==> src/common/mab_defs.svh <==
// Constants for the multicast address binding block.
`ifndef MAB_DEFS_SVH
`define MAB_DEFS_SVH

`define MAB_EUI_W      48
`define MAB_MCST_W     16
`define MAB_ENTRIES    8
`define MAB_IDX_W      3
`define MAB_OP_W       2
`define MAB_GROUP_BIT  40
`define MAB_NULL_EUI   48'hFFFF_FFFF_FFFF
`define MAB_MCST_BASE  16'hFE00
`define MAB_EUI_ZERO   48'h0000_0000_0000
`define MAB_MCST_ZERO  16'h0000
`define MAB_IDX_ZERO   3'h0

`endif

==> src/common/mab_pkg.sv <==
// Types shared by the multicast address binding block.
package mab_pkg;

  // Management request codes.
  typedef enum logic [1:0] {
    MAB_OP_REGISTER   = 2'h0,
    MAB_OP_DEREGISTER = 2'h1,
    MAB_OP_ACTIVATE   = 2'h2,
    MAB_OP_DEACTIVATE = 2'h3
  } mab_op_e;

  // Request sequencer states, Gray coded along idle, exec, done.
  typedef enum logic [1:0] {
    MAB_ST_IDLE = 2'h0,
    MAB_ST_EXEC = 2'h1,
    MAB_ST_DONE = 2'h3
  } mab_state_e;

endpackage

==> src/hdl/mab_table.sv <==
// Binding table: group identifiers, bound flags and receive-active flags.
`timescale 1ns/100ps
`include "mab_defs.svh"

module mab_table (
  // Clock and reset
  input  wire logic                     mclk,
  input  wire logic                     rst,
  // Write port
  input  wire logic                     wr_en,
  input  wire logic [`MAB_IDX_W-1:0]    wr_idx,
  input  wire logic [`MAB_EUI_W-1:0]    wr_eui,
  input  wire logic                     wr_bound,
  input  wire logic                     wr_active,
  input  wire logic                     clr_active_all,
  // Request lookup
  input  wire logic [`MAB_EUI_W-1:0]    key_a,
  output logic                          hit_a,
  output logic [`MAB_IDX_W-1:0]         idx_a,
  output logic                          bound_a,
  output logic                          active_a,
  // Transmit lookup
  input  wire logic [`MAB_EUI_W-1:0]    key_t,
  output logic                          bound_t,
  output logic [`MAB_IDX_W-1:0]         idx_t,
  // Receive lookup
  input  wire logic [`MAB_EUI_W-1:0]    key_r,
  output logic                          active_r,
  // Free entry
  output logic                          free_ok,
  output logic [`MAB_IDX_W-1:0]         free_idx
);

  logic [`MAB_EUI_W-1:0] eui      [`MAB_ENTRIES];
  logic                  bound    [`MAB_ENTRIES];
  logic                  active   [`MAB_ENTRIES];
  logic [`MAB_EUI_W-1:0] next_eui    [`MAB_ENTRIES];
  logic                  next_bound  [`MAB_ENTRIES];
  logic                  next_active [`MAB_ENTRIES];

  // Returns {hit, index} of the live entry holding key.
  function automatic logic [`MAB_IDX_W:0] find(
    input logic [`MAB_EUI_W-1:0] key
  );
    logic [`MAB_IDX_W:0] res;
    res = {1'b0, `MAB_IDX_ZERO};
    for (int i = `MAB_ENTRIES - 1; i >= 0; i--) begin
      if ((bound[i] || active[i]) && eui[i] == key) begin
        res = {1'b1, i[`MAB_IDX_W-1:0]};
      end
    end
    return res;
  endfunction

  logic [`MAB_IDX_W:0] fa;
  logic [`MAB_IDX_W:0] ft;
  logic [`MAB_IDX_W:0] fr;

  always_comb begin
    fa       = find(key_a);
    ft       = find(key_t);
    fr       = find(key_r);
    hit_a    = fa[`MAB_IDX_W];
    idx_a    = fa[`MAB_IDX_W-1:0];
    bound_a  = hit_a && bound[idx_a];
    active_a = hit_a && active[idx_a];
    idx_t    = ft[`MAB_IDX_W-1:0];
    bound_t  = ft[`MAB_IDX_W] && bound[idx_t];
    active_r = fr[`MAB_IDX_W] && active[fr[`MAB_IDX_W-1:0]];
    free_ok  = 1'b0;
    free_idx = `MAB_IDX_ZERO;
    for (int i = `MAB_ENTRIES - 1; i >= 0; i--) begin
      if (!bound[i] && !active[i]) begin
        free_ok  = 1'b1;
        free_idx = i[`MAB_IDX_W-1:0];
      end
    end
  end

  // An entry whose bound and active flags are both clear is free again.
  always_comb begin
    for (int i = 0; i < `MAB_ENTRIES; i++) begin
      next_eui[i]    = eui[i];
      next_bound[i]  = bound[i];
      next_active[i] = clr_active_all ? 1'b0 : active[i];
    end
    if (wr_en) begin
      next_eui[wr_idx]    = wr_eui;
      next_bound[wr_idx]  = wr_bound;
      next_active[wr_idx] = wr_active;
    end
  end

  always_ff @(posedge mclk or posedge rst) begin
    if (rst) begin
      for (int i = 0; i < `MAB_ENTRIES; i++) begin
        eui[i]    <= `MAB_EUI_ZERO;
        bound[i]  <= 1'b0;
        active[i] <= 1'b0;
      end
    end else begin
      for (int i = 0; i < `MAB_ENTRIES; i++) begin
        eui[i]    <= next_eui[i];
        bound[i]  <= next_bound[i];
        active[i] <= next_active[i];
      end
    end
  end

endmodule

==> src/hdl/mab_top.sv <==
// Multicast address binding engine: requests, beacon notices, tx and rx.
`timescale 1ns/100ps
`include "mab_defs.svh"

module mab_top (
  // Clock and reset
  input  wire logic                  mclk,
  input  wire logic                  rst,
  // Management request
  input  wire logic                  req_valid,
  input  wire logic [`MAB_OP_W-1:0]  req_op,
  input  wire logic [`MAB_EUI_W-1:0] req_eui,
  output logic                       req_ready,
  // Management confirm
  output logic                       cfm_valid,
  output logic [`MAB_OP_W-1:0]       cfm_op,
  output logic                       cfm_success,
  // Beacon binding notice
  output logic                       ann_valid,
  output logic                       ann_add,
  output logic [`MAB_EUI_W-1:0]      ann_eui,
  output logic [`MAB_MCST_W-1:0]     ann_mcst,
  // Transmit address lookup
  input  wire logic                  tx_valid,
  input  wire logic [`MAB_EUI_W-1:0] tx_eui,
  output logic                       tx_out_valid,
  output logic                       tx_bound,
  output logic [`MAB_MCST_W-1:0]     tx_dest_mcst,
  // Receive filter
  input  wire logic                  rx_valid,
  input  wire logic [`MAB_EUI_W-1:0] rx_grp_eui,
  output logic                       rx_deliver,
  output logic                       rx_discard
);

  // Short multicast address owned by a table index.
  function automatic logic [`MAB_MCST_W-1:0] mcst_of(
    input logic [`MAB_IDX_W-1:0] idx
  );
    return `MAB_MCST_BASE | {{(`MAB_MCST_W-`MAB_IDX_W){1'b0}}, idx};
  endfunction

  // Sequencer and request state.
  mab_pkg::mab_state_e       state;
  mab_pkg::mab_state_e       next_state;
  mab_pkg::mab_op_e          op;
  mab_pkg::mab_op_e          next_op;
  logic [`MAB_EUI_W-1:0]     eui;
  logic [`MAB_EUI_W-1:0]     next_eui;
  logic                      next_req_ready;
  logic                      next_cfm_valid;
  logic [`MAB_OP_W-1:0]      next_cfm_op;
  logic                      next_cfm_success;
  logic                      next_ann_valid;
  logic                      next_ann_add;
  logic [`MAB_EUI_W-1:0]     next_ann_eui;
  logic [`MAB_MCST_W-1:0]    next_ann_mcst;

  // Table write controls and lookup results.
  logic                      wr_en;
  logic [`MAB_IDX_W-1:0]     wr_idx;
  logic                      wr_bound;
  logic                      wr_active;
  logic                      clr_active_all;
  logic                      hit_a;
  logic [`MAB_IDX_W-1:0]     idx_a;
  logic                      bound_a;
  logic                      active_a;
  logic                      bound_t;
  logic [`MAB_IDX_W-1:0]     idx_t;
  logic                      active_r;
  logic                      free_ok;
  logic [`MAB_IDX_W-1:0]     free_idx;
  logic                      is_group;
  logic                      is_null;

  mab_table u_table (
    .mclk           (mclk),
    .rst            (rst),
    .wr_en          (wr_en),
    .wr_idx         (wr_idx),
    .wr_eui         (eui),
    .wr_bound       (wr_bound),
    .wr_active      (wr_active),
    .clr_active_all (clr_active_all),
    .key_a          (eui),
    .hit_a          (hit_a),
    .idx_a          (idx_a),
    .bound_a        (bound_a),
    .active_a       (active_a),
    .key_t          (tx_eui),
    .bound_t        (bound_t),
    .idx_t          (idx_t),
    .key_r          (rx_grp_eui),
    .active_r       (active_r),
    .free_ok        (free_ok),
    .free_idx       (free_idx)
  );

  assign is_group = eui[`MAB_GROUP_BIT];
  assign is_null  = (eui == `MAB_NULL_EUI);

  always_comb begin
    next_state       = state;
    next_op          = op;
    next_eui         = eui;
    next_cfm_valid   = 1'b0;
    next_cfm_op      = cfm_op;
    next_cfm_success = cfm_success;
    next_ann_valid   = 1'b0;
    next_ann_add     = ann_add;
    next_ann_eui     = ann_eui;
    next_ann_mcst    = ann_mcst;
    wr_en            = 1'b0;
    wr_idx           = idx_a;
    wr_bound         = bound_a;
    wr_active        = active_a;
    clr_active_all   = 1'b0;
    case (state)
      mab_pkg::MAB_ST_IDLE: begin
        if (req_valid && req_ready) begin
          next_op    = mab_pkg::mab_op_e'(req_op);
          next_eui   = req_eui;
          next_state = mab_pkg::MAB_ST_EXEC;
        end
      end
      mab_pkg::MAB_ST_EXEC: begin
        next_cfm_valid   = 1'b1;
        next_cfm_op      = op;
        next_cfm_success = 1'b0;
        next_state       = mab_pkg::MAB_ST_DONE;
        case (op)
          mab_pkg::MAB_OP_REGISTER: begin
            if (!is_group) begin
              next_cfm_success = 1'b0;
            end else if (bound_a) begin
              next_cfm_success = 1'b1;
            end else if (hit_a || free_ok) begin
              wr_en            = 1'b1;
              wr_idx           = hit_a ? idx_a : free_idx;
              wr_bound         = 1'b1;
              wr_active        = active_a;
              next_cfm_success = 1'b1;
              next_ann_valid   = 1'b1;
              next_ann_add     = 1'b1;
              next_ann_eui     = eui;
              next_ann_mcst    = mcst_of(wr_idx);
            end else begin
              next_cfm_success = 1'b0;
            end
          end
          mab_pkg::MAB_OP_DEREGISTER: begin
            if (is_group && bound_a) begin
              wr_en            = 1'b1;
              wr_bound         = 1'b0;
              next_cfm_success = 1'b1;
              next_ann_valid   = 1'b1;
              next_ann_add     = 1'b0;
              next_ann_eui     = eui;
              next_ann_mcst    = mcst_of(idx_a);
            end
            next_cfm_op = op;
          end
          mab_pkg::MAB_OP_ACTIVATE: begin
            if (is_group && (hit_a || free_ok)) begin
              wr_en            = 1'b1;
              wr_idx           = hit_a ? idx_a : free_idx;
              wr_bound         = bound_a;
              wr_active        = 1'b1;
              next_cfm_success = 1'b1;
            end
            next_cfm_op = op;
          end
          mab_pkg::MAB_OP_DEACTIVATE: begin
            if (is_null) begin
              clr_active_all   = 1'b1;
              next_cfm_success = 1'b1;
            end else if (is_group) begin
              wr_en            = hit_a;
              wr_active        = 1'b0;
              next_cfm_success = 1'b1;
            end
            next_cfm_op = op;
          end
          default: begin
            next_cfm_success = 1'b0;
          end
        endcase
      end
      mab_pkg::MAB_ST_DONE: begin
        next_state = mab_pkg::MAB_ST_IDLE;
      end
      default: begin
        next_state = mab_pkg::MAB_ST_IDLE;
      end
    endcase
    // Ready is registered, so a request is never taken while busy.
    next_req_ready = (next_state == mab_pkg::MAB_ST_IDLE);
  end

  always_ff @(posedge mclk or posedge rst) begin
    if (rst) begin
      state       <= mab_pkg::MAB_ST_IDLE;
      op          <= mab_pkg::MAB_OP_REGISTER;
      eui         <= `MAB_EUI_ZERO;
      req_ready   <= 1'b0;
      cfm_valid   <= 1'b0;
      cfm_op      <= mab_pkg::MAB_OP_REGISTER;
      cfm_success <= 1'b0;
      ann_valid   <= 1'b0;
      ann_add     <= 1'b0;
      ann_eui     <= `MAB_EUI_ZERO;
      ann_mcst    <= `MAB_MCST_ZERO;
    end else begin
      state       <= next_state;
      op          <= next_op;
      eui         <= next_eui;
      req_ready   <= next_req_ready;
      cfm_valid   <= next_cfm_valid;
      cfm_op      <= next_cfm_op;
      cfm_success <= next_cfm_success;
      ann_valid   <= next_ann_valid;
      ann_add     <= next_ann_add;
      ann_eui     <= next_ann_eui;
      ann_mcst    <= next_ann_mcst;
    end
  end

  // Data path lookups, one cycle each.
  logic                   next_tx_out_valid;
  logic                   next_tx_bound;
  logic [`MAB_MCST_W-1:0] next_tx_dest_mcst;
  logic                   next_rx_deliver;
  logic                   next_rx_discard;

  always_comb begin
    next_tx_out_valid = tx_valid;
    next_tx_bound     = tx_valid && bound_t;
    next_tx_dest_mcst = (tx_valid && bound_t) ? mcst_of(idx_t)
                                              : `MAB_MCST_ZERO;
    next_rx_deliver   = rx_valid && active_r;
    next_rx_discard   = rx_valid && !active_r;
  end

  always_ff @(posedge mclk or posedge rst) begin
    if (rst) begin
      tx_out_valid <= 1'b0;
      tx_bound     <= 1'b0;
      tx_dest_mcst <= `MAB_MCST_ZERO;
      rx_deliver   <= 1'b0;
      rx_discard   <= 1'b0;
    end else begin
      tx_out_valid <= next_tx_out_valid;
      tx_bound     <= next_tx_bound;
      tx_dest_mcst <= next_tx_dest_mcst;
      rx_deliver   <= next_rx_deliver;
      rx_discard   <= next_rx_discard;
    end
  end

endmodule

==> config.mk <==
export PLATFORM = sky130hd
export DESIGN_NAME = mab_top
export DESIGN_NICKNAME = d
export VERILOG_FILES = /design/src/common/mab_pkg.sv /design/src/hdl/mab_table.sv /design/src/hdl/mab_top.sv
export VERILOG_INCLUDE_DIRS = /design/src /design/src/common
export SDC_FILE = /design/constraint.sdc
export NUM_CORES = 2
export LEC_CHECK = 0
export BUFFER_PORTS_ARGS = -buffer_cell sky130_fd_sc_hd__buf_2
export CAP_MARGIN = 40
export CORE_ASPECT_RATIO = 0.8
export CORE_MARGIN = 1
export CORE_UTILIZATION = 30
export CTS_BUF_LIST = sky130_fd_sc_hd__clkbuf_4 sky130_fd_sc_hd__clkbuf_8 sky130_fd_sc_hd__clkbuf_16
export CTS_CLUSTER_SIZE = 30
export DETAILED_ROUTE_END_ITERATION = 10
export GPL_TIMING_DRIVEN = 0
export PLACE_DENSITY = 0.51
export SLEW_MARGIN = 30
export SYNTH_ARGS = -nofsm -noshare
export SYNTH_HDL_FRONTEND = slang
export SYNTH_SLANG_ARGS = --single-unit
==> constraint.sdc <==
create_clock -name mclk -period 17.75 [get_ports mclk]
set_input_delay 0 -clock mclk [delete_from_list [all_inputs] [get_ports mclk]]
set_output_delay 0 -clock mclk [all_outputs]
set_load 0.005 [all_outputs]
==> results.txt <==
- For this run, the leading register cell type out of synthesis is sky130_fd_sc_hd__dfrtp_1.
* Layout Skew: 34.9 ps
* Worst Max-Slew Pin Slew: 1070 ps
- 242 I/O pins were placed.
- Setup violations remaining at the end of the flow were counted as 0.
- Post-CTS Repair Setup Buffers: 0
- H-tree lvl count: 2
* Post-detailed-route DRC marker count: 0
- CTS Buf Count: 58
- The first routing iteration left 6373 violations.
- The number of hold buffers added after CTS was 54.
- Leaving out fill and tap cells, the most frequent cells in the layout are sky130_fd_sc_hd__xnor2_1, sky130_fd_sc_hd__dfrtp_1, sky130_fd_sc_hd__xor2_1, sky130_fd_sc_hd__mux2_1, sky130_fd_sc_hd__nand4_1.
* Post-DP HPWL: 208 mm
- Met1 Resource Use GR: 52.0%
- Final Instance Count excl. Fillers: 5847
- Compared with the post-synthesis result, the final layout area differs by 25.8%.
- Number of vias in the routed layout: 37264
- In this run, synthesis inferred 0 flip-flops with an integrated enable.
* Final core occ: 38.1%
- Max-cap viol count: 0
* Final Hold Viols: 0
- Clock-pin slew on the worst setup and hold paths: 60 ps
- Die ar.: 0.125 sq mm
- Initial DRT Pass Iterations: 7
* Classification of the worst setup path: flop to flop
- The final critical path takes up 35.5% of the cycle.
- The critical path contains buffers and inverters numbering 5 combined.
- Aggregate global-route resource usage: 41.6%
* Placement-stage cell area: 0.0441 sq mm
* Antenna violations before repair: 63
* Worst Setup Start Kind: flop
* Number of routed nets with antenna violations: 0
- After routing the design area is 0.0468 sq mm.
* Number of global-route vias before repair: 33753
- Worst path cell trace: clkbuf_2 > buf_2 > xnor2_1 > nand4_1 > nor4_1 > nand4_1 > a222oi_1 > clkdlybuf4s18_2 > buf_4 > mux2i_1 > a211o_1 > a2bb2oi_2 > and2_1 > o21ai_4 > buf_4 > mux2_2
- For this run, the post-layout net count is 4260.
- Number of warning messages in the yosys log: 0
- The clock passes through at most 3 buffers.
- In this run the clock root is driven by a sky130_fd_sc_hd__clkbuf_16.
- The slowest stage of the critical path is the sky130_fd_sc_hd__buf_2 cell.
* Critical R2R Capture: ann_eui[21]$_DFFE_PP0P_
- Placer Congestion: 1.11
- Number of instances in the synthesized netlist: 3675
- Total Power: 6.64 mW
* P per Cell Area: 142 mW/mm^2
* Global-route wire length before repair: 341 mm
- The max-slew violation count is 0.
* Launch point of the worst hold path: tx_valid
- Initial Util: 30.3%
- In this run, post-CTS repair resized a total of 0 instances.
- The most critical setup path has its startpoint at eui[13]$_DFFE_PP0P_.
* Setup repair after global routing missed its margin: no
- Subtracting the final worst setup slack from the clock period gives 6300 ps.
- For this run, asynchronously set or reset flops after synthesis account for 100%.
- Maximum net fanout on the critical path: 10
* Required arrival time at the worst endpoint: 18310 ps
- Met2 Use GR: 54.4%
- Run status: completed
- IR drop worst, VDD: 105 uV
* Height of the die: 317 microns
- Stages on worst setup path: 16
- Most common cell after layout, fill and taps aside: sky130_fd_sc_hd__xnor2_1
- At the worst endpoint, the arrival time is 6860 ps.
- Layout cell share with drive strength beyond 1: 19.5%
- Maximum clock frequency: 159 MHz
* Mean cell area of the mapped netlist: 10.1 sq um
* Per-cell via count in the routed design: 6.37
* # port buffers: 145
* Endpoint kind of the worst setup timing path: flop
* Die X-Extent: 396 microns
- The clock drives 517 sinks.
- Max-slew headroom at the worst pin: 28.3%
- Following the worst setup path forward leads to its endpoint at ann_eui[21]$_DFFE_PP0P_.
* Largest net degree at the start of global routing: 86
* Worst R2R Start: eui[13]$_DFFE_PP0P_
* Layout filler cell count: 12255
* Number of standard-cell rows in the floorplan: 115
- Sequential-to-total area share from yosys stat: 34.8%
- Met3 usage: 22.0%
- Static leakage: 20.3 nW
- Pre-CTS setup slack: 11830 ps
- At the later pin of the worst-skew pair, clock insertion delay measures 700 ps.
- Post-Place Cells: 5630
- In this run the register-to-register setup slack is 11450 ps.
- Worst hold-check path type: primary input to flop
* Library cells used by synthesis: 86
* Cell area after synthesis: 0.0372 sq mm
- The worst path meets setup with 11450 ps of slack.
- Layer carrying the most global-route usage: met2
- After global routing the overflow that remains totals 0.
- TritonCTS built the clock tree.
- Family with the most delay on the worst path: buffers and inverters
* Area of the core: 0.123 sq mm
- For this run, the slowest stage of the critical path takes 610 ps.
* Logic depth of the worst register-to-register path: 16
* Routed length per instance: 45.9 microns
- Number of storage elements in the synthesis netlist: 517
- Sum of routed wire length over all layers: 268 mm
through the flow:
step / setup TNS, ps / hold slack (ps)
floorplan: 0 / 31.4
global placement: -1889920 / 189
detailed placement: 0 / 79.7
CTS: 0 / 24.1
global route: 0 / 30.3
finish: 0 / 39.4
where the power goes:
| group | total (mW) | switching, mW | leakage [nW] | internal, mW |
|---|---|---|---|---|
| sequential | 1.58 | 0.227 | 6.95 | 1.35 |
| combinational | 3.74 | 2.58 | 12.4 | 1.15 |
| clock | 1.32 | 0.571 | 0.997 | 0.749 |
| total | 6.64 | 3.38 | 20.3 | 3.25 |
kinds of logic (layout without fill, tap and decap cells):
kind of cell | after synthesis | count (layout) | share of synthesized area (%)
mux | 486 | 486 | 14.6
flops | 517 | 517 | 34.8
compound gates | 169 | 169 | 3.39
xor+xnor | 1064 | 1064 | 25.1
other cells | 1 | 67 | 0.0101
buf+inv | 375 | 843 | 4.73
simple gates | 1063 | 1063 | 17.4
sequential cells by signal, indices dropped and copies added (netlist names), 2 cells and up:
register and flops:
u_table.eui 384, ann_eui 48, eui 48, u_table.active 8
u_table.bound 8, ann_mcst 4, tx_dest_mcst 4, cfm_op 2
op 2
Yosys cell counts (34+ instances only):
cell type / instances / share of area (%)
sky130_fd_sc_hd__dfrtp_1: 517 / 35
sky130_fd_sc_hd__nor2_1: 68 / 0.69
sky130_fd_sc_hd__nor2b_1: 96 / 1.6
sky130_fd_sc_hd__nand2b_1: 84 / 1.4
sky130_fd_sc_hd__nand4_1: 279 / 4.7
sky130_fd_sc_hd__o21ai_0: 34 / 0.46
sky130_fd_sc_hd__mux2_1: 375 / 11
sky130_fd_sc_hd__xor2_1: 399 / 9.4
sky130_fd_sc_hd__nand2_1: 91 / 0.92
sky130_fd_sc_hd__nor4_1: 186 / 3.1
sky130_fd_sc_hd__mux2_2: 82 / 2.5
sky130_fd_sc_hd__nand3_1: 55 / 0.74
sky130_fd_sc_hd__clkbuf_1: 176 / 1.8
sky130_fd_sc_hd__buf_2: 37 / 0.50
sky130_fd_sc_hd__inv_1: 74 / 0.75
sky130_fd_sc_hd__xnor2_1: 665 / 16
sky130_fd_sc_hd__nor3_1: 58 / 0.78
sky130_fd_sc_hd__buf_4: 67 / 1.4
routing by layer:
layer	vias to the layer above	wire length, microns
met4	24	22200
met2	3572	100000
met3	993	42300
li1	13908	-
met5	-	473
met1	18767	103000
worst min-delay path by stage:
stage,to,slack (ps),cells after the start
final,tx_out_valid$_DFF_PP0_,40,2
after global routing,tx_out_valid$_DFF_PP0_,30,2
after CTS,tx_out_valid$_DFF_PP0_,20,2
after detailed placement,u_table.eui[26]$_DFFE_PP0P_,80,2
after global placement,tx_out_valid$_DFF_PP0_,190,1
after floorplan,tx_out_valid$_DFF_PP0_,30,0
worst reg2reg max path, delay by kind of cell, from the launching register on:
kind                   cells  cell delay (ps)
buffers and inverters      5             2110
XOR/XNOR                   1              250
multiplexers               2              480
AO/OA/AOI/OAI              4             1470
AND/OR/NAND/NOR            4             1550
flip-flops                 1              320
final cells by class:
type                       instances  area, sq um  share of cell area [%]
antenna                           55          138                   0.294
buffer                           301         1670                    3.58
clock buffer                      79         1680                    3.60
clock inverter                    26          317                   0.677
inverter                          74          285                   0.610
multi-input combinational       2794        22600                    48.3
sequential                       517        12900                    27.7
tap                             1638         2050                    4.38
timing repair buffer             363         5110                    10.9
No activity file was read; power rests on OpenSTA's default activity.
